===== src/pfo_pkg.sv =====
package pfo_pkg;
	localparam logic [7:0] ADDR_FIRE = 8'h0c;
	localparam logic [7:0] ADDR_OVERDRIVE = 8'h0d;
	localparam logic [7:0] ADDR_SUS_POS = 8'h0e;
	localparam logic [7:0] ADDR_SUS_NEG = 8'h0f;
	localparam logic [7:0] REG_RESET = 8'h00;
	localparam int FIRE_BIT = 0;
	localparam logic [6:0] FIRE_RSVD_ZERO = 7'h00;

	// Operating mode field encodings
	localparam logic [2:0] MODE_INT_TRIG = 3'h0;
	localparam logic [2:0] MODE_EXT_EDGE = 3'h1;
	localparam logic [2:0] MODE_EXT_LEVEL = 3'h2;
	localparam logic [2:0] MODE_DIAG = 3'h6;
	localparam logic [2:0] MODE_AUTOCAL = 3'h7;

	localparam logic [3:0] NUM_SLOTS = 4'h8;
	localparam int SLOT_W = 8;
	localparam int WAIT_FLAG_BIT = 7;
	localparam logic [7:0] SLOT_END = 8'h00;
	localparam logic [6:0] WAIT_NONE = 7'h00;

	localparam int CLK_MHZ = 100;
	localparam int CYC_PER_MS = CLK_MHZ * 1000;
	localparam int WAIT_STEP_MS = 10;
	localparam int TICK_MS_DEFAULT = 5;
	localparam int CNT_W = 24;
	localparam int DUR_W = 9;
	localparam logic [DUR_W-1:0] DUR_ZERO = 9'h000;
	localparam logic [DUR_W-1:0] DUR_ONE = 9'h001;

	typedef enum logic [2:0] {
		ST_IDLE,
		ST_FETCH,
		ST_PLAY,
		ST_HOLD,
		ST_WAIT,
		ST_PROC
	} pfo_state_e;
endpackage : pfo_pkg


===== src/pfo_playback_core.sv =====
// Contract
// - Writing fire to one starts the process the mode field selects.
// - In playback modes fire starts the slot sequence as a software trigger.
// - Fire reads one for the whole sequence, self-clears when finished.
// - Writing zero to fire during playback aborts the remaining sequence.
// - In external trigger modes the trigger input sets or clears fire.
// - In calibration or diagnostic mode fire launches that process instead.
// - Overdrive segment length changes by overdrive offset times tick period.
// - Maximum-amplitude samples of a waveform form its overdrive segment.
// - Overdrive offset applies only open loop; closed loop ignores it.
// - All three offsets are two's-complement signed.
// - Positive sustain length changes by positive offset times tick period.
// - Positive samples outside overdrive count as positive sustain.
// - Negative sustain length changes by negative offset times tick period.
// - Negative samples outside overdrive count as negative sustain.
// - Slots play in ascending order, stop at zero entry or after eight.
// - A slot with wait flag idles ten milliseconds times its value.
module pfo_playback_core #(
	parameter int unsigned TICK_CYC = pfo_pkg::TICK_MS_DEFAULT * pfo_pkg::CYC_PER_MS,
	parameter int unsigned WAIT_CYC = pfo_pkg::WAIT_STEP_MS * pfo_pkg::CYC_PER_MS
) (
	input wire logic clk,
	input wire logic rst,
	input wire logic [7:0] regAddr,
	input wire logic regWrEn,
	input wire logic [7:0] regWrData,
	input wire logic regRdEn,
	output logic [7:0] regRdData,
	output logic regRdValid,
	input wire logic [2:0] opMode,
	input wire logic closedLoop,
	input wire logic extTrigSet,
	input wire logic extTrigClear,
	input wire logic [63:0] seqSlots,
	output logic libReq,
	output logic [6:0] libId,
	output logic libReady,
	input wire logic libValid,
	input wire logic [7:0] libSample,
	input wire logic [7:0] libPeak,
	input wire logic [7:0] libTicks,
	input wire logic libLast,
	output logic [7:0] driveLevel,
	output logic driveValid,
	output logic fireActive,
	output logic calStart,
	output logic diagStart,
	input wire logic calDone,
	input wire logic diagDone
);
	typedef struct packed {
		pfo_pkg::pfo_state_e st;
		logic fire;
		logic [7:0] odOff;
		logic [7:0] posOff;
		logic [7:0] negOff;
		logic [3:0] slotIdx;
		logic lastSample;
		logic procDiag;
		logic [7:0] rdData;
		logic rdValid;
		logic libReq;
		logic [6:0] libId;
		logic [7:0] driveLevel;
		logic driveValid;
		logic calStart;
		logic diagStart;
	} pfo_core_s;

	pfo_core_s s_r;
	pfo_core_s s_nxt;

	logic fireWr;
	logic extMode;
	logic goReq;
	logic goClr;
	logic playMode;
	logic [7:0] slotEntry;
	logic signed [7:0] segOff;
	logic [pfo_pkg::DUR_W-1:0] segDur;
	logic tickLoad;
	logic waitLoad;
	logic timerAbort;
	logic [pfo_pkg::DUR_W-1:0] waitUnits;
	logic tickDone;
	logic waitDone;

	// Offset that applies to one sample by its class
	function automatic logic signed [7:0] seg_offset(
		input logic signed [7:0] sample,
		input logic signed [7:0] peak,
		input logic closed,
		input logic signed [7:0] odOff,
		input logic signed [7:0] posOff,
		input logic signed [7:0] negOff
	);
		logic signed [7:0] off;
		off = '0;
		if (sample == peak && peak != '0) begin
			off = closed ? 8'sh00 : odOff;
		end else if (sample > 8'sh00) begin
			off = posOff;
		end else if (sample < 8'sh00) begin
			off = negOff;
		end
		return off;
	endfunction : seg_offset

	// Base ticks plus signed offset, floored at zero
	function automatic logic [pfo_pkg::DUR_W-1:0] adj_ticks(
		input logic [7:0] base,
		input logic signed [7:0] off
	);
		logic signed [9:0] sum;
		sum = $signed({2'b00, base}) + 10'(off);
		return (sum < 10'sh000) ? pfo_pkg::DUR_ZERO : sum[pfo_pkg::DUR_W-1:0];
	endfunction : adj_ticks

	assign fireWr = regWrEn && regAddr == pfo_pkg::ADDR_FIRE;
	assign extMode = opMode == pfo_pkg::MODE_EXT_EDGE || opMode == pfo_pkg::MODE_EXT_LEVEL;
	assign goReq = (fireWr && regWrData[pfo_pkg::FIRE_BIT]) || (extMode && extTrigSet);
	assign goClr = (fireWr && !regWrData[pfo_pkg::FIRE_BIT]) || (extMode && extTrigClear);
	assign playMode = opMode == pfo_pkg::MODE_INT_TRIG || extMode;
	assign slotEntry = seqSlots[s_r.slotIdx[2:0]*pfo_pkg::SLOT_W +: pfo_pkg::SLOT_W];
	assign segOff = seg_offset(libSample, libPeak, closedLoop, s_r.odOff, s_r.posOff, s_r.negOff);
	assign segDur = adj_ticks(libTicks, segOff);
	assign waitUnits = {2'b00, slotEntry[6:0]};
	assign libReady = s_r.st == pfo_pkg::ST_PLAY;

	always_comb begin
		s_nxt = s_r;
		s_nxt.rdValid = 1'b0;
		s_nxt.libReq = 1'b0;
		s_nxt.driveValid = 1'b0;
		s_nxt.calStart = 1'b0;
		s_nxt.diagStart = 1'b0;
		tickLoad = 1'b0;
		waitLoad = 1'b0;
		timerAbort = 1'b0;
		if (regWrEn) begin
			unique case (regAddr)
				pfo_pkg::ADDR_OVERDRIVE: s_nxt.odOff = regWrData;
				pfo_pkg::ADDR_SUS_POS: s_nxt.posOff = regWrData;
				pfo_pkg::ADDR_SUS_NEG: s_nxt.negOff = regWrData;
				default: ;
			endcase
		end
		if (regRdEn) begin
			s_nxt.rdValid = 1'b1;
			unique case (regAddr)
				pfo_pkg::ADDR_FIRE: s_nxt.rdData = {pfo_pkg::FIRE_RSVD_ZERO, s_r.fire};
				pfo_pkg::ADDR_OVERDRIVE: s_nxt.rdData = s_r.odOff;
				pfo_pkg::ADDR_SUS_POS: s_nxt.rdData = s_r.posOff;
				pfo_pkg::ADDR_SUS_NEG: s_nxt.rdData = s_r.negOff;
				default: s_nxt.rdData = pfo_pkg::REG_RESET;
			endcase
		end
		unique case (s_r.st)
			pfo_pkg::ST_IDLE: begin
				if (goReq) begin
					if (opMode == pfo_pkg::MODE_AUTOCAL || opMode == pfo_pkg::MODE_DIAG) begin
						s_nxt.fire = 1'b1;
						s_nxt.procDiag = opMode == pfo_pkg::MODE_DIAG;
						s_nxt.calStart = opMode == pfo_pkg::MODE_AUTOCAL;
						s_nxt.diagStart = opMode == pfo_pkg::MODE_DIAG;
						s_nxt.st = pfo_pkg::ST_PROC;
					end else if (playMode) begin
						s_nxt.fire = 1'b1;
						s_nxt.slotIdx = '0;
						s_nxt.st = pfo_pkg::ST_FETCH;
					end
				end
			end
			pfo_pkg::ST_PROC: begin
				if (s_r.procDiag ? diagDone : calDone) begin
					s_nxt.fire = 1'b0;
					s_nxt.st = pfo_pkg::ST_IDLE;
				end
			end
			pfo_pkg::ST_FETCH: begin
				if (s_r.slotIdx == pfo_pkg::NUM_SLOTS || slotEntry == pfo_pkg::SLOT_END) begin
					s_nxt.fire = 1'b0;
					s_nxt.driveLevel = '0;
					s_nxt.st = pfo_pkg::ST_IDLE;
				end else if (slotEntry[pfo_pkg::WAIT_FLAG_BIT]) begin
					s_nxt.slotIdx = s_r.slotIdx + 1'b1;
					s_nxt.driveLevel = '0;
					if (slotEntry[6:0] != pfo_pkg::WAIT_NONE) begin
						waitLoad = 1'b1;
						s_nxt.st = pfo_pkg::ST_WAIT;
					end
				end else begin
					s_nxt.libReq = 1'b1;
					s_nxt.libId = slotEntry[6:0];
					s_nxt.st = pfo_pkg::ST_PLAY;
				end
			end
			pfo_pkg::ST_PLAY: begin
				if (libValid) begin
					s_nxt.driveLevel = libSample;
					s_nxt.driveValid = 1'b1;
					s_nxt.lastSample = libLast;
					if (segDur != pfo_pkg::DUR_ZERO) begin
						tickLoad = 1'b1;
						s_nxt.st = pfo_pkg::ST_HOLD;
					end else if (libLast) begin
						s_nxt.slotIdx = s_r.slotIdx + 1'b1;
						s_nxt.st = pfo_pkg::ST_FETCH;
					end
				end
			end
			pfo_pkg::ST_HOLD: begin
				if (tickDone) begin
					if (s_r.lastSample) begin
						s_nxt.slotIdx = s_r.slotIdx + 1'b1;
						s_nxt.st = pfo_pkg::ST_FETCH;
					end else begin
						s_nxt.st = pfo_pkg::ST_PLAY;
					end
				end
			end
			pfo_pkg::ST_WAIT: begin
				if (waitDone) begin
					s_nxt.st = pfo_pkg::ST_FETCH;
				end
			end
		endcase
		if (goClr && s_r.st != pfo_pkg::ST_IDLE && s_r.st != pfo_pkg::ST_PROC) begin
			timerAbort = 1'b1;
			tickLoad = 1'b0;
			waitLoad = 1'b0;
			s_nxt.fire = 1'b0;
			s_nxt.libReq = 1'b0;
			s_nxt.driveLevel = '0;
			s_nxt.driveValid = 1'b0;
			s_nxt.st = pfo_pkg::ST_IDLE;
		end
	end

	always_ff @(posedge clk) begin
		if (rst) begin
			s_r <= '0;
		end else begin
			s_r <= s_nxt;
		end
	end

	pfo_unit_timer #(.UNIT_CYC(TICK_CYC)) tickTimer (
		.clk(clk),
		.rst(rst),
		.load(tickLoad),
		.units(segDur),
		.abort(timerAbort),
		.done(tickDone)
	);

	pfo_unit_timer #(.UNIT_CYC(WAIT_CYC)) waitTimer (
		.clk(clk),
		.rst(rst),
		.load(waitLoad),
		.units(waitUnits),
		.abort(timerAbort),
		.done(waitDone)
	);

	assign regRdData = s_r.rdData;
	assign regRdValid = s_r.rdValid;
	assign libReq = s_r.libReq;
	assign libId = s_r.libId;
	assign driveLevel = s_r.driveLevel;
	assign driveValid = s_r.driveValid;
	assign fireActive = s_r.fire;
	assign calStart = s_r.calStart;
	assign diagStart = s_r.diagStart;

	a_fire_while_busy: assert property (@(posedge clk) disable iff (rst)
		s_r.st != pfo_pkg::ST_IDLE |-> s_r.fire)
		else $error("fire low while engine busy");

	a_start_playback: assert property (@(posedge clk) disable iff (rst)
		s_r.st == pfo_pkg::ST_IDLE && goReq && playMode && !goClr
		|=> s_r.st == pfo_pkg::ST_FETCH && s_r.fire && s_r.slotIdx == '0)
		else $error("playback did not start on fire");

	a_cal_launch: assert property (@(posedge clk) disable iff (rst)
		s_r.st == pfo_pkg::ST_IDLE && goReq && opMode == pfo_pkg::MODE_AUTOCAL
		|=> calStart && !diagStart && s_r.st == pfo_pkg::ST_PROC ##1 !calStart)
		else $error("calibration not launched once");

	a_abort_sequence: assert property (@(posedge clk) disable iff (rst)
		goClr && s_r.st inside {pfo_pkg::ST_FETCH, pfo_pkg::ST_PLAY, pfo_pkg::ST_HOLD,
			pfo_pkg::ST_WAIT}
		|=> s_r.st == pfo_pkg::ST_IDLE && !fireActive && driveLevel == '0)
		else $error("clear did not abort sequence");

	a_ext_gated: assert property (@(posedge clk) disable iff (rst)
		s_r.st == pfo_pkg::ST_IDLE && !extMode && extTrigSet && !fireWr |=> !fireActive)
		else $error("trigger acted outside external mode");

	a_slot_limit: assert property (@(posedge clk) disable iff (rst)
		s_r.st == pfo_pkg::ST_FETCH && !goClr
		&& (s_r.slotIdx == pfo_pkg::NUM_SLOTS || slotEntry == pfo_pkg::SLOT_END)
		|=> s_r.st == pfo_pkg::ST_IDLE && !fireActive)
		else $error("sequence did not stop at end");

	a_wait_entry: assert property (@(posedge clk) disable iff (rst)
		s_r.st == pfo_pkg::ST_FETCH && !goClr && s_r.slotIdx < pfo_pkg::NUM_SLOTS
		&& slotEntry[pfo_pkg::WAIT_FLAG_BIT] && slotEntry[6:0] != pfo_pkg::WAIT_NONE
		##1 !goClr
		|-> s_r.st == pfo_pkg::ST_WAIT && !libReq ##1 s_r.st == pfo_pkg::ST_WAIT)
		else $error("wait slot did not idle");

	a_closed_loop_od: assert property (@(posedge clk) disable iff (rst)
		libReady && libValid && closedLoop && libSample == libPeak && libPeak != '0
		|-> segDur == {1'b0, libTicks})
		else $error("overdrive offset used in closed loop");

	a_rsvd_zero: assert property (@(posedge clk) disable iff (rst)
		regRdEn && regAddr == pfo_pkg::ADDR_FIRE
		|=> regRdValid && regRdData[7:1] == pfo_pkg::FIRE_RSVD_ZERO
		&& regRdData[0] == $past(fireActive))
		else $error("fire readback wrong");
endmodule : pfo_playback_core


===== src/pfo_unit_timer.sv =====
module pfo_unit_timer #(
	parameter int unsigned UNIT_CYC = 1
) (
	input wire logic clk,
	input wire logic rst,
	input wire logic load,
	input wire logic [pfo_pkg::DUR_W-1:0] units,
	input wire logic abort,
	output logic done
);
	typedef struct packed {
		logic [pfo_pkg::CNT_W-1:0] cnt;
		logic [pfo_pkg::DUR_W-1:0] units;
		logic busy;
	} pfo_timer_s;

	localparam int unsigned RELOAD_I = UNIT_CYC - 1;
	localparam logic [pfo_pkg::CNT_W-1:0] RELOAD = RELOAD_I[pfo_pkg::CNT_W-1:0];

	pfo_timer_s s_r;
	pfo_timer_s s_nxt;

	always_comb begin
		s_nxt = s_r;
		if (abort) begin
			s_nxt.busy = 1'b0;
		end else if (load) begin
			s_nxt.busy = 1'b1;
			s_nxt.units = units;
			s_nxt.cnt = RELOAD;
		end else if (s_r.busy) begin
			if (s_r.cnt == '0) begin
				if (s_r.units == pfo_pkg::DUR_ONE) begin
					s_nxt.busy = 1'b0;
				end else begin
					s_nxt.units = s_r.units - pfo_pkg::DUR_ONE;
					s_nxt.cnt = RELOAD;
				end
			end else begin
				s_nxt.cnt = s_r.cnt - 1'b1;
			end
		end
	end

	always_ff @(posedge clk) begin
		if (rst) begin
			s_r <= '0;
		end else begin
			s_r <= s_nxt;
		end
	end

	// Combinational so a hold of N units lasts exactly N units
	assign done = s_r.busy && s_r.cnt == '0 && s_r.units == pfo_pkg::DUR_ONE;
endmodule : pfo_unit_timer

===== config.mk =====
export PLATFORM = sky130hd
export DESIGN_NAME = pfo_playback_core
export DESIGN_NICKNAME = d
export VERILOG_FILES = /design/src/pfo_pkg.sv /design/src/pfo_playback_core.sv /design/src/pfo_unit_timer.sv
export SDC_FILE = /design/constraint.sdc
export NUM_CORES = 1
export LEC_CHECK = 0
export ABC_CLOCK_PERIOD_IN_PS = 6880
export CAP_MARGIN = 20
export CORE_ASPECT_RATIO = 0.8
export CORE_UTILIZATION = 62
export DETAILED_ROUTE_END_ITERATION = 8
export DONT_BUFFER_PORTS = 1
export GPL_TIMING_DRIVEN = 0
export PLACE_DENSITY = 0.78
export SLEW_MARGIN = 30
export SYNTH_ARGS = -nofsm -noshare
export SYNTH_HDL_FRONTEND = slang
export SYNTH_HIERARCHICAL = 1
export SYNTH_SLANG_ARGS = --single-unit

===== constraint.sdc =====
create_clock -name clk -period 6.88 [get_ports clk]
set_input_delay 0.344 -clock clk [delete_from_list [all_inputs] [get_ports clk]]
set_output_delay 0.344 -clock clk [all_outputs]
set_load 0.01 [all_outputs]

### Word level (Yosys, flattened, before mapping)

Cells that the tools add are included.

* bits of input ports: 118
* logic and storage cells: 195
* output and inout bits: 30
* register bits after elaboration: 130

* eq/ne operators: 39
* reduce and logical (&&, ||, !) cells: 54
* shift-type cells: 1
* $add $sub $neg: 6
* bitwise operators: 8
* multiplexer cells: 62
* magnitude comparators: 3

Operator list (number)
* 34-bit 2-to-1 mux: 4
* 33-bit 2-to-1 mux: 2
* 64-bit by 7-bit indexed part select with 8-bit output: 1
* 8-bit 2-to-1 mux: 7
* 4-bit 2-to-1 mux: 13
* 24-bit zero test: 2
* 24-bit 2-to-1 mux: 2
* 24-bit by 1-bit subtractor with 24-bit output (second input constant): 2
* 8-bit by 4-bit == test with 1-bit output (second input constant): 4
* 8-bit case mux with 4 select lines: 1
* 2-bit != test (second input constant): 13
* 3-bit 2-to-1 mux: 8
* 10-bit 2-to-1 mux: 2
* 9-bit by 1-bit == test with 1-bit output (second input constant): 2
* 9-bit 2-to-1 mux: 2
* 3-bit case mux with 6 select lines: 1
* 9-bit by 1-bit subtractor with 9-bit output (second input constant): 2
* 4-bit case mux with 4 select lines: 1
* 8-bit case mux with 2 select lines: 1
* 1-bit 2-to-1 mux: 15
* 3-bit != test (second input constant): 5
* 3-bit AND reduction: 5
* 3-bit == test (second input constant): 4
* 1-bit logical AND: 12
* other kinds (34): 62

### Longest topological paths before layout

Gate-level depths: netlist of the first run.

* depth after elaboration: 14
* mapped depth: 23
* gate-level depth less buffers: 21

### Modules after synthesis

The synthesis of the first run kept the hierarchy.

By module, submodules not included
* pfo_playback_core: sequential area each 1241.2 um^2, instances 1, cells each 518, area an instance 4503.1 um^2
* pfo_unit_timer at waitTimer: sequential area each 680.7 um^2, instances 1, cells each 264, area an instance 2072.0 um^2
* pfo_unit_timer at tickTimer: sequential area each 680.7 um^2, instances 1, cells each 226, area an instance 1843.0 um^2

### Least setup slack after synthesis of the first run

No wires, ideal clock.

* path kind: input to register
* from: input port libSample[5]
* to: register tickTimer/s_r[24] in the netlist's numbering
* arrival time: 4.694 ns
* cell stages on the path: 21
* path slack: 2.058 ns
* buffers on the path: 2
* data required time: 6.752 ns
* cells stage by stage: xor2_1 > a211o_1 > nor3_1 > clkbuf_1 > nor2_1 > a31o_2 > ha_1 > o211ai_1 > a21boi_0 > a21oi_1 > a211oi_2 > o22ai_2 > nor2b_1 > nor3_1 > clkbuf_1 > o21ba_2 > nand3_1 > a211oi_1 > nor2b_1 > xnor2_1 > nor2_1

* word-level cells in the longest chain between the ends: 14
* elaborated cells between the ends (all ways): 19

Ends and longest elaborated chain
* start: declaration: RTL line pfo_playback_core.sv:39 `input wire logic [7:0] libSample,`
* 8-bit by 1-bit less-than comparator with 1-bit output: RTL line pfo_playback_core.sv:103 `end else if (sample < 8'sh00) begin`
* 8-bit 2-to-1 mux: RTL line pfo_playback_core.sv:103
* 8-bit 2-to-1 mux: RTL line pfo_playback_core.sv:101 `end else if (sample > 8'sh00) begin`
* 8-bit 2-to-1 mux *: RTL line pfo_playback_core.sv:99 `if (sample == peak && peak != '0) begin`
* 9-bit by 8-bit adder with 10-bit output *: RTL line pfo_playback_core.sv:115 `sum = $signed({2'b00, base}) + 10'(off);`
* 10-bit by 1-bit less-than comparator with 1-bit output: RTL line pfo_playback_core.sv:116 `return (sum < 10'sh000) ? pfo_pkg::DUR_ZERO : sum[pfo_pkg::DUR_W-1:0];`
* 9-bit 2-to-1 mux *: RTL line pfo_playback_core.sv:116
* 9-bit nonzero test *: RTL line pfo_playback_core.sv:203 `if (segDur != pfo_pkg::DUR_ZERO) begin`
* 1-bit 2-to-1 mux *: RTL line pfo_playback_core.sv:203
* 1-bit 2-to-1 mux *: RTL line pfo_playback_core.sv:199 `if (libValid) begin`
* 1-bit 2-to-1 mux *: RTL line pfo_playback_core.sv:158 `unique case (s_r.st)`
* 1-bit 2-to-1 mux *: RTL line pfo_playback_core.sv:228 `if (goClr && s_r.st != pfo_pkg::ST_IDLE && s_r.st != pfo_pkg::ST_PROC) begin`
* named net tickLoad: RTL line pfo_playback_core.sv:81 `logic tickLoad;`
* 3-bit != test (no line) or 2-bit nonzero test (tied branches)
* 3-bit AND reduction (no line)
* end signal: assignment: RTL line pfo_unit_timer.sv:49 `s_r <= s_nxt;`
* end: declaration: RTL line pfo_unit_timer.sv:20 `pfo_timer_s s_r;`

Mark *: on every way through the listed nets, which the timed path passes. The rest lies on a longest branch.
A chain may end at the register's enable or synchronous reset.

### Worst setup path in the final report of the first run

* from: input port libSample[5]
* to: register tickTimer/s_r[30] in the netlist's numbering

The elaborated chain is that of the path after synthesis.

==> metrics, run 1 <==
status=complete, no violations; leakage=~3.5 nW; Tmin final=5.75 ns; Hold Crit Class=in -> reg; Final Cycle Share=0.835; syn_area_per_cell=8.35 um2; port bufs=0; CTS clk-pin slew, worst paths=0.05 ns; critical path cell sequence=xor2_1, a211o_1, nor3_1, clkbuf_1, nor2_1, a31o_2, ha_1, o211ai_1, a21boi_0, a21oi_1, a211oi_2, o22ai_2, nor2b_1, nor3_1, clkbuf_1, o21ba_2, nand3_1, a211oi_1, nand4b_1, xor2_1, nor2_1; final non-filler cell total=1215; routed length per placed instance=between 15 and 20 um; Final #Nets=1167; share of the synthesized area in the top cell type=0.309; Top FF cell, synth=dfxtp_1; Core ar.=13100 um2; TritonCTS clock tree=built; worst-path maximum fanout=10; Longest Clk Path Bufs=2; Worst EP required=7.17 ns; clk_lat worst skew=0.42 ns; largest net degree at the start of global routing=19; power per cell area=roughly 400 nW/um2; Yosys warnings=6; drt via density=between 6 and 7; antenna-violating nets left=0; Area contributors post-synth=dfxtp_1 (31%), nor2_1 (5.7%), mux4_2 (5.1%); Inst Count DP=1184; maximum vdd drop=around 0.00034 V; Slew headroom=0.355; max cap viols=0; Root Buffer Master=clkbuf_16; CTS Buf Count=17; global-route congestion overflow total=0; crit path DAT=6.04 ns; first-pass GRT wire length=between 30 and 40 mm; Std-Cell Rows=37; ys async rst share=0; DP HPWL=16.5 mm; DR vias=7844; Post-Synthesis Cells=1008; GRT Resource Usage Total=0.323; clk sinks=130; fmax=0.174 GHz; ratio of cells with drive above 1 in the final layout=0.117; Initial DRT Pass Iterations=6; DRT iter0 DRCs=783; endpoints failing hold=0; antenna diode count=0; Die W=approximately 130 um; Synth cell types=78; Least-Margin Pin Slew=0.963 ns; die height=about 110 um; # IOs=around 150; clk_skew=between 0.007 and 0.008 ns; EDFF count, synth=0; Post-CTS Resized=0; Setup crit start kind=primary input; Starting Density=0.645; number of setup violations in the final report=0; sequential area share after synthesis=0.309; initial antenna violation count=0; GPL Wtd Cong=0.918; crit end category=flop; Setup TNS Final=0 ns; P&R area growth vs syn=9.32%; H-tree depth=4; max-slew violations=0; Synth Register Bits=between 100 and 150; Residual DRC=0; Setup CP Type=in -> reg; top cell type by total area after synthesis=dfxtp_1; CP max-delay cell=a211oi_1; DIE AREA=roughly 14000 um2; vias in the first global route=7358; number of fill cells=1088; delay of the slowest critical-path stage=0.70 ns; mapped cell area=~8400 um2; WL final=22.4 mm; setup repair after global routing missed its margin=no
cell usage after synthesis, types with 15 or more instances:
cell type and count:
a211oi_1 15, mux4_2 19, ha_1 19, nor3_1 26, nand3_1 20, xnor2_1 21
mux2i_1 32, inv_1 34, nor4_1 33, a21oi_1 53, nor2b_1 24, o21ai_0 36
a22oi_1 17, dfxtp_1 130, nor2_1 128, nand2_1 65, clkbuf_1 38, buf_4 23
or4_1 23
critical path, delay by kind of cell:
family | cells | cell delay [ns]
and+or+nand+nor | 7 | 1.27
buffers and inverters | 2 | 0.78
adders and majority gates | 1 | 0.40
xor gates and xnor gates | 2 | 0.33
AOI/OAI and AO/OA | 9 | 2.89
registers in the layout, indices dropped and copies added, names as in the netlist, 7 cells and up:
signal and flops:
waitTimer/s_r 34, driveLevel 8, s_r 33, libId 7, regRdData 8, tickTimer/s_r 34
routing by layer:
| metal | GRT usage | part of all wire | vias up |
|---|---|---|---|
| met5 | 0 | 0 | - |
| met4 | 0.112 | 0.017 | 0 |
| met3 | 0.0768 | 0.078 | 28 |
| met2 | 0.517 | 0.45 | 351 |
| met1 | 0.429 | 0.45 | 3685 |
| li1 | - | - | 3780 |
final timing paths:
kind / to / slack, ns / start / cells after the start
worst max-delay path: tickTimer/s_r[30] / 1.13 / libSample[5] / 21
worst min-delay path: s_r[28] / 0.01 / opMode[0] / 1
worst max register to register: tickTimer/s_r[30] / 1.75 / s_r[40] / 19
worst min register to register: waitTimer/s_r[8] / 0.46 / waitTimer/s_r[8] / 2
area by class of cell:
class,count,area [um2],area share
well taps,175,219,0.0238
multi-input cells,774,5330,0.579
clock inverters,5,52.6,0.00571
repair buffers,1,10.0,0.00109
inverters,35,131,0.0143
flip-flops and latches,130,2600,0.283
plain buffers,70,363,0.0394
clock buffers,25,495,0.0538
metrics by stage:
step                power, mW  cell area [um2]  hold WS [ns]  worst slack (ns)   util
floorplan                2.41             8420         0.420              2.06      -
global placement         2.75             8640         0.422             0.931  0.662
detailed placement       2.78             8640         0.424             0.857  0.662
CTS                      3.65             9200       0.00128              1.28  0.705
global route             3.93             9200      0.000158             0.693  0.705
finish                   3.68             9200        0.0129              1.13  0.705
placed cells by master, fill, tap and decap left out, types with 15 or more instances in the layout:
cell type and instances:
a211oi_1 15, a21oi_1 52, a22oi_1 17, buf_4 23, clkbuf_1 42, clkbuf_16 17, dfxtp_1 130, ha_1 19
inv_1 34, mux2i_1 32, mux4_2 19, nand2_1 65, nand3_1 20, nor2_1 128, nor2b_1 24, nor3_1 26
nor4_1 33, o21ai_0 36, or4_1 23, xnor2_1 21
power by group:
group | total, mW | leakage (nW) | internal (mW) | switching [mW]
Clock | 0.856 | 0.269 | 0.529 | 0.327
Combinational | 1.75 | 2.20 | 0.662 | 1.09
Sequential | 1.08 | 1.05 | 0.909 | 0.169
Total | 3.68 | 3.52 | 2.10 | 1.58
cell families after synthesis:
kind of cell | after synthesis | share of synthesized area
xor gates and xnor gates | 35 | 0.0364
buffers and inverters | 105 | 0.0587
adders and majority gates | 20 | 0.0306
other | 1 | 0.000445
AOI/OAI and AO/OA | 242 | 0.201
and+or+nand+nor | 413 | 0.260
DFF | 130 | 0.309
muxes | 62 | 0.104
timing repair:
action,in CTS,in global routing
hold buffers,1,0
setup buffers,0,0
endpoints found under the setup margin,0,0
endpoints found under the hold margin,1,0
Power figures use the tool's default switching activity.
==> run 2, diff against run 1 <==
--- a/config.mk
+++ b/config.mk
@@ -5,10 +5,10 @@
 export SDC_FILE = /design/constraint.sdc
 export NUM_CORES = 1
 export LEC_CHECK = 0
-export ABC_CLOCK_PERIOD_IN_PS = 6880
+export ABC_CLOCK_PERIOD_IN_PS = 4800
 export CAP_MARGIN = 20
 export CORE_ASPECT_RATIO = 0.8
-export CORE_UTILIZATION = 62
+export CORE_UTILIZATION = 59
 export DETAILED_ROUTE_END_ITERATION = 8
 export DONT_BUFFER_PORTS = 1
 export GPL_TIMING_DRIVEN = 0
==> constraint.sdc (replaced) <==
create_clock -name clk -period 4.8 [get_ports clk]
set_input_delay 0.24 -clock clk [delete_from_list [all_inputs] [get_ports clk]]
set_output_delay 0.24 -clock clk [all_outputs]
set_load 0.01 [all_outputs]
==> metrics, run 2 (synthesized netlist as in run 1, its figures left out) <==
Residual DRC=0 (unchanged); port bufs=0 (unchanged); met2 WL=10.4 mm (was 10.1 mm); CP delay by family, top=compound AO/OA/AOI/OAI gates (unchanged); final non-filler cell total=1238 (was 1215); initial antenna violation count=1 (was 0); WP buf/inv=3 (was 2); # IOs=148 (unchanged); Slew headroom=0.338 (was 0.355); max cap viols=0 (unchanged); most frequent cells in the layout=dfxtp_1 (130), nor2_1 (127), nand2_1 (65) (was dfxtp_1 (130), nor2_1 (128), nand2_1 (65)); Metal-1 WL=10.6 mm (was 10.2 mm); antenna diode count=0 (unchanged); top routing layer in use=met5 (was met4); fmax=0.218 GHz; DIE AREA=14800 um2 (was 14100 um2); clk_skew=0.00895 ns (was 0.00736 ns); WL final=23.8 mm (was 22.4 mm); power per cell area=574 nW/um2 (was 400 nW/um2); die height=109 um (was 106 um); drt via density=6.49 (was 6.46); antenna-violating nets left=0 (unchanged); global-route congestion overflow total=0 (unchanged); GRT Resource Usage Total=0.333 (was 0.323); largest registers=tickTimer/s_r (34), waitTimer/s_r (34), s_r (33) (unchanged); DR WL met3=2.04 mm (was 1.75 mm); Final #Nets=1183 (was 1167); Tmin final=approximately 4.6 ns; largest net degree at the start of global routing=19 (unchanged); Inst Count DP=1189 (was 1184); Longest Clk Path Bufs=2 (unchanged); number of fill cells=1100 (was 1088); Least-Margin Pin Slew=0.987 ns (was 0.963 ns); GPL Wtd Cong=1.00 (was 0.918); crit path DAT=4.95 ns (was 6.04 ns); delay of the slowest critical-path stage=0.40 ns (was 0.70 ns); CTS clk-pin slew, worst paths=0.06 ns (was 0.05 ns); CTS Buf Count=17 (unchanged); Setup CP Type=in -> reg (unchanged); P&R area growth vs syn=13.5% (was 9.32%); Root Buffer Master=clkbuf_16 (unchanged); critical path cell sequence=xor2_1, a211o_1, nor3_4, buf_4, a31o_2, ha_1, inv_1, fa_1, nand2b_1, a2111oi_2, a211oi_1, nand2_1, o22ai_2, nor2b_1, nor3_1, clkbuf_4, o21ba_2, nand3_1, a211o_1, or3_1, xor2_1, o21ai_0 (was xor2_1, a211o_1, nor3_1, clkbuf_1, nor2_1, a31o_2, ha_1, o211ai_1, a21boi_0, a21oi_1, a211oi_2, o22ai_2, nor2b_1, nor3_1, clkbuf_1, o21ba_2, nand3_1, a211oi_1, nand4b_1, xor2_1, nor2_1); commonest non-fill, non-tap cell in the layout=dfxtp_1 (unchanged); crit end category=flop (unchanged); area of the multi-input gates=5440 um2 (was 5330 um2); leakage=3.66 nW (was 3.52 nW); first-pass GRT wire length=37.8 mm (was 36.1 mm); fin util=0.696 (was 0.705); DR vias=8034 (was 7844); Die W=136 um (was 132 um); clk_lat worst skew=0.43 ns (was 0.42 ns); endpoints failing hold=0 (unchanged); Std-Cell Rows=38 (was 37); CP max-delay cell=a2111oi_2 (was a211oi_1); worst-path maximum fanout=10 (unchanged); TritonCTS clock tree=built (unchanged); Hold Crit Class=in -> reg (unchanged); Starting Density=0.613 (was 0.645); DRT iter0 DRCs=760 (was 783); Setup crit start kind=primary input (unchanged); Initial DRT Pass Iterations=6 (unchanged); H-tree depth=4 (unchanged); ratio of cells with drive above 1 in the final layout=0.138 (was 0.117); Core ar.=13700 um2 (was 13100 um2); Worst EP required=5.16 ns (was 7.17 ns); max-slew violations=0 (unchanged); clk sinks=130 (unchanged); routed length per placed instance=19.2 um (was 18.4 um); Final Cycle Share=0.955; Sequential Area=2600 um2 (unchanged); maximum vdd drop=0.000387 V (was 0.000344 V); number of setup violations in the final report=0 (unchanged); DP HPWL=17.3 mm (was 16.5 mm); vias in the first global route=7458 (was 7358); status=complete, no violations (unchanged)
[run 2: cell types whose count changed in the layout (fill, tap and decap cells not counted), sizes merged]
| cell | previous run | this run |
|---|---|---|
| buf | 32 | 34 |
| bufinv | 1 | 3 |
| clkbuf | 63 | 57 |
| clkinv | 3 | 6 |
| dlygate4sd3 | 1 | 18 |
[run 2: path summary, 6_finish.rpt]
| path | cells after the start | start | slack, ns | endpoint |
|---|---|---|---|---|
| hold reg to reg | 2 | waitTimer/s_r[8] | 0.47 | waitTimer/s_r[8] |
| hold / removal | 2 | libSample[4] | 0.009 | driveLevel[4] |
| setup / recovery | 22 | libSample[5] | 0.22 | tickTimer/s_r[25] |
| setup reg to reg | 20 | s_r[34] | 0.48 | tickTimer/s_r[25] |
[run 2: final cells by class]
cell class	count	share of cell area
buffer	68	0.0382
timing repair buffer	19	0.0196
inverter	35	0.0137
tap	180	0.0236
clock buffer	22	0.0496
multi-input combinational	774	0.569
sequential	130	0.272
clock inverter	10	0.0137
[run 2: timing repair]
action                                  CTS  global route
gates resized for setup                   9            25
endpoints found under the hold margin    36             0
pin swaps                                 0             2
endpoints found under the setup margin   33            30
hold buffers                             18             0
buffers inserted                          0             1
[run 2: per-layer routing]
layer  GRT usage  up-vias
met4       0.142        2
met1       0.453     3739
met5           0        -
met2       0.499      416
li1            -     3824
met3      0.0837       53
[run 2: power breakdown]
| part | internal, mW | total (mW) | switching [mW] |
|---|---|---|---|
| sequential | 1.30 | 1.54 | 0.242 |
| clock | 0.853 | 1.34 | 0.489 |
| combinational | 0.971 | 2.60 | 1.63 |
[run 2: through the flow]
| step | area [um2] | setup WS (ns) | TNS, ns | hold WS [ns] | total power, mW |
|---|---|---|---|---|---|
| 6_report | 9560 | 0.215 | 0 | 0.00944 | 5.49 |
| 4_1_cts | 9470 | -0.00816 | -0.00816 | 0.00487 | 5.40 |
| 5_1_grt | 9560 | -0.0198 | -0.0198 | 0.0165 | 5.86 |
| 3_5_place_dp | 8650 | -1.18 | -25.60 | 0.322 | 4.01 |
| 3_3_place_gp | 8650 | -1.13 | -25.12 | 0.317 | 3.95 |
| 2_1_floorplan | 8420 | 0.0822 | 0 | 0.316 | 3.45 |
==> run 3, diff against run 2 <==
--- a/config.mk
+++ b/config.mk
@@ -8,11 +8,10 @@
 export ABC_CLOCK_PERIOD_IN_PS = 4800
 export CAP_MARGIN = 20
 export CORE_ASPECT_RATIO = 0.8
-export CORE_UTILIZATION = 59
+export CORE_UTILIZATION = 37
 export DETAILED_ROUTE_END_ITERATION = 8
 export DONT_BUFFER_PORTS = 1
 export GPL_TIMING_DRIVEN = 0
-export PLACE_DENSITY = 0.78
 export SLEW_MARGIN = 30
 export SYNTH_ARGS = -nofsm -noshare
 export SYNTH_HDL_FRONTEND = slang
==> metrics, run 3 (synthesized netlist as in run 1, its figures left out) <==
die height=137 um (was 109 um); Hold Crit Class=in -> reg (unchanged); P&R area growth vs syn=15.7% (was 13.5%); routed length per placed instance=18.9 um (was 19.2 um); overall power=5.63 mW (was 5.49 mW); DR vias=7905 (was 8034); Least-Margin Pin Slew=0.957 ns (was 0.987 ns); most frequent cells in the layout=dfxtp_1 (130), nor2_1 (127), nand2_1 (65) (unchanged); Inst Count DP=1309 (was 1189); largest registers=tickTimer/s_r (34), waitTimer/s_r (34), s_r (33) (unchanged); number of setup violations in the final report=0 (unchanged); DRT iter0 DRCs=722 (was 760); Setup crit start kind=primary input (unchanged); busiest grt layer=met2 (unchanged); # IOs=148 (unchanged); Starting Density=0.384 (was 0.613); clk_lat worst skew=0.42 ns (was 0.43 ns); Final Cycle Share=0.948 (was 0.955); endpoints failing hold=0 (unchanged); reg2reg end=tickTimer/s_r[25] (unchanged); Initial DRT Pass Iterations=5 (was 6); max cap viols=0 (unchanged); largest net degree at the start of global routing=19 (unchanged); Final #Nets=1186 (was 1183); GRT met1 Usage=0.303 (was 0.453); number of fill cells=2203 (was 1100); Tmin final=4.55 ns (was 4.58 ns); status=complete, no violations (unchanged); crit path DAT=4.83 ns (was 4.95 ns); H-tree depth=4 (unchanged); r2r worst-path depth=18 (was 20); crit end category=flop (unchanged); Root Buffer Master=clkbuf_16 (unchanged); max-slew violations=0 (unchanged); DIE AREA=23400 um2 (was 14800 um2); initial antenna violation count=0 (was 1); antenna diode count=0 (unchanged); setup repair after global routing missed its margin=no; Setup CP Type=in -> reg (unchanged); leakage=3.69 nW (was 3.66 nW); worst-path maximum fanout=10 (unchanged); GRT Resource Usage Total=0.222 (was 0.333); GRT met2 Usage=0.349 (was 0.499); Setup crit end=tickTimer/s_r[25] (unchanged); clk sinks=130 (unchanged); CTS Buf Count=17 (unchanged); CTS clk-pin slew, worst paths=0.06 ns (about the same); Worst EP required=5.08 ns (was 5.16 ns); R2R Setup Slk=0.48 ns (about the same); Slew headroom=0.358 (was 0.338); port bufs=0 (unchanged); TritonCTS clock tree=built (unchanged); Std-Cell Rows=48 (was 38); first-pass GRT wire length=40.2 mm (was 37.8 mm); GPL Wtd Cong=0.871 (was 1.00); Worst Setup SP=libSample[2] (was libSample[5]); DP HPWL=18.9 mm (was 17.3 mm); grt met3 use=0.0515 (was 0.0837); Sequential Area=2600 um2 (unchanged); antenna-violating nets left=0 (unchanged); final non-filler cell total=1357 (was 1238); clk_skew=0.0151 ns (was 0.00895 ns); drt via density=5.83 (was 6.49); vias in the first global route=7536 (was 7458); Longest Clk Path Bufs=2 (unchanged); maximum vdd drop=0.000269 V (was 0.000387 V); Residual DRC=0 (unchanged); area of the multi-input gates=5410 um2 (was 5440 um2); power per cell area=577 nW/um2 (was 574 nW/um2); fmax=0.220 GHz (was 0.218 GHz); commonest non-fill, non-tap cell in the layout=dfxtp_1 (unchanged); Core ar.=21900 um2 (was 13700 um2); Die W=171 um (was 136 um); ratio of cells with drive above 1 in the final layout=0.137 (was 0.138); worst r2r src=s_r[40] (was s_r[34]); WL final=25.6 mm (was 23.8 mm); global-route congestion overflow total=0 (unchanged)
[run 3: critical path, cell delays in order]
cell and delay [ns]:
xnor2_1 0.15, nand4_1 0.26, nor3_4 0.33, buf_4 0.22, a31o_2 0.23, ha_1 0.20
inv_1 0.06, fa_1 0.40, nand2b_1 0.23, a21oi_1 0.18, xor2_1 0.10, or4_1 0.57
o22ai_2 0.27, nor2b_1 0.17, nor3_1 0.05, clkbuf_4 0.24, nor3_2 0.28, a211o_1 0.28
or3_1 0.15, xor2_1 0.14, o21ai_0 0.08
[run 3: area by class of cell]
class,instances,area share
tap,300,0.0385
inverter,35,0.0135
sequential,130,0.267
clock buffer,19,0.0455
clock inverter,9,0.0212
timing repair buffer,21,0.0208
multi-input combinational,774,0.555
buffer,69,0.0380
[run 3: report_power, final]
group / switching, mW / internal, mW
Sequential: 0.249 / 1.30
Combinational: 1.63 / 0.970
Clock: 0.496 / 0.980
[run 3: layer usage]
| layer | up-vias | wire [um] |
|---|---|---|
| li1 | 3817 | - |
| met1 | 3778 | 12200 |
| met2 | 285 | 11300 |
| met3 | 25 | 1640 |
| met4 | 0 | 431 |
| met5 | - | 0 |
[run 3: per-stage QoR]
| stage | setup slack (ns) | hold slack [ns] | setup TNS [ns] | area, um2 | utilization |
|---|---|---|---|---|---|
| floorplan | 0.0822 | 0.316 | 0 | 8420 | - |
| global placement | -1.06 | 0.318 | -24.15 | 8800 | 0.401 |
| detailed placement | -1.08 | 0.323 | -24.70 | 8810 | 0.402 |
| CTS | 0.00976 | 0.0214 | 0 | 9660 | 0.441 |
| global route | 0.0147 | 0.0237 | 0 | 9740 | 0.444 |
| finish | 0.252 | 0.0307 | 0 | 9740 | 0.444 |
[run 3: worst min path at each step]
stage	from	end	cells past startpoint
floorplan	opMode[0]	diagStart	1
global placement	opMode[0]	diagStart	1
detailed placement	opMode[0]	diagStart	1
CTS	libValid	driveValid	2
global route	libValid	driveValid	2
finish	libValid	driveValid	2
[run 3: what timing repair did]
action | CTS | global route
setup buffers | 0 | 3
hold endpoints to repair | 36 | 0
pin swaps | 0 | 3
hold buffers | 18 | 0
gates resized for setup | 8 | 21
setup endpoints to repair | 27 | 27
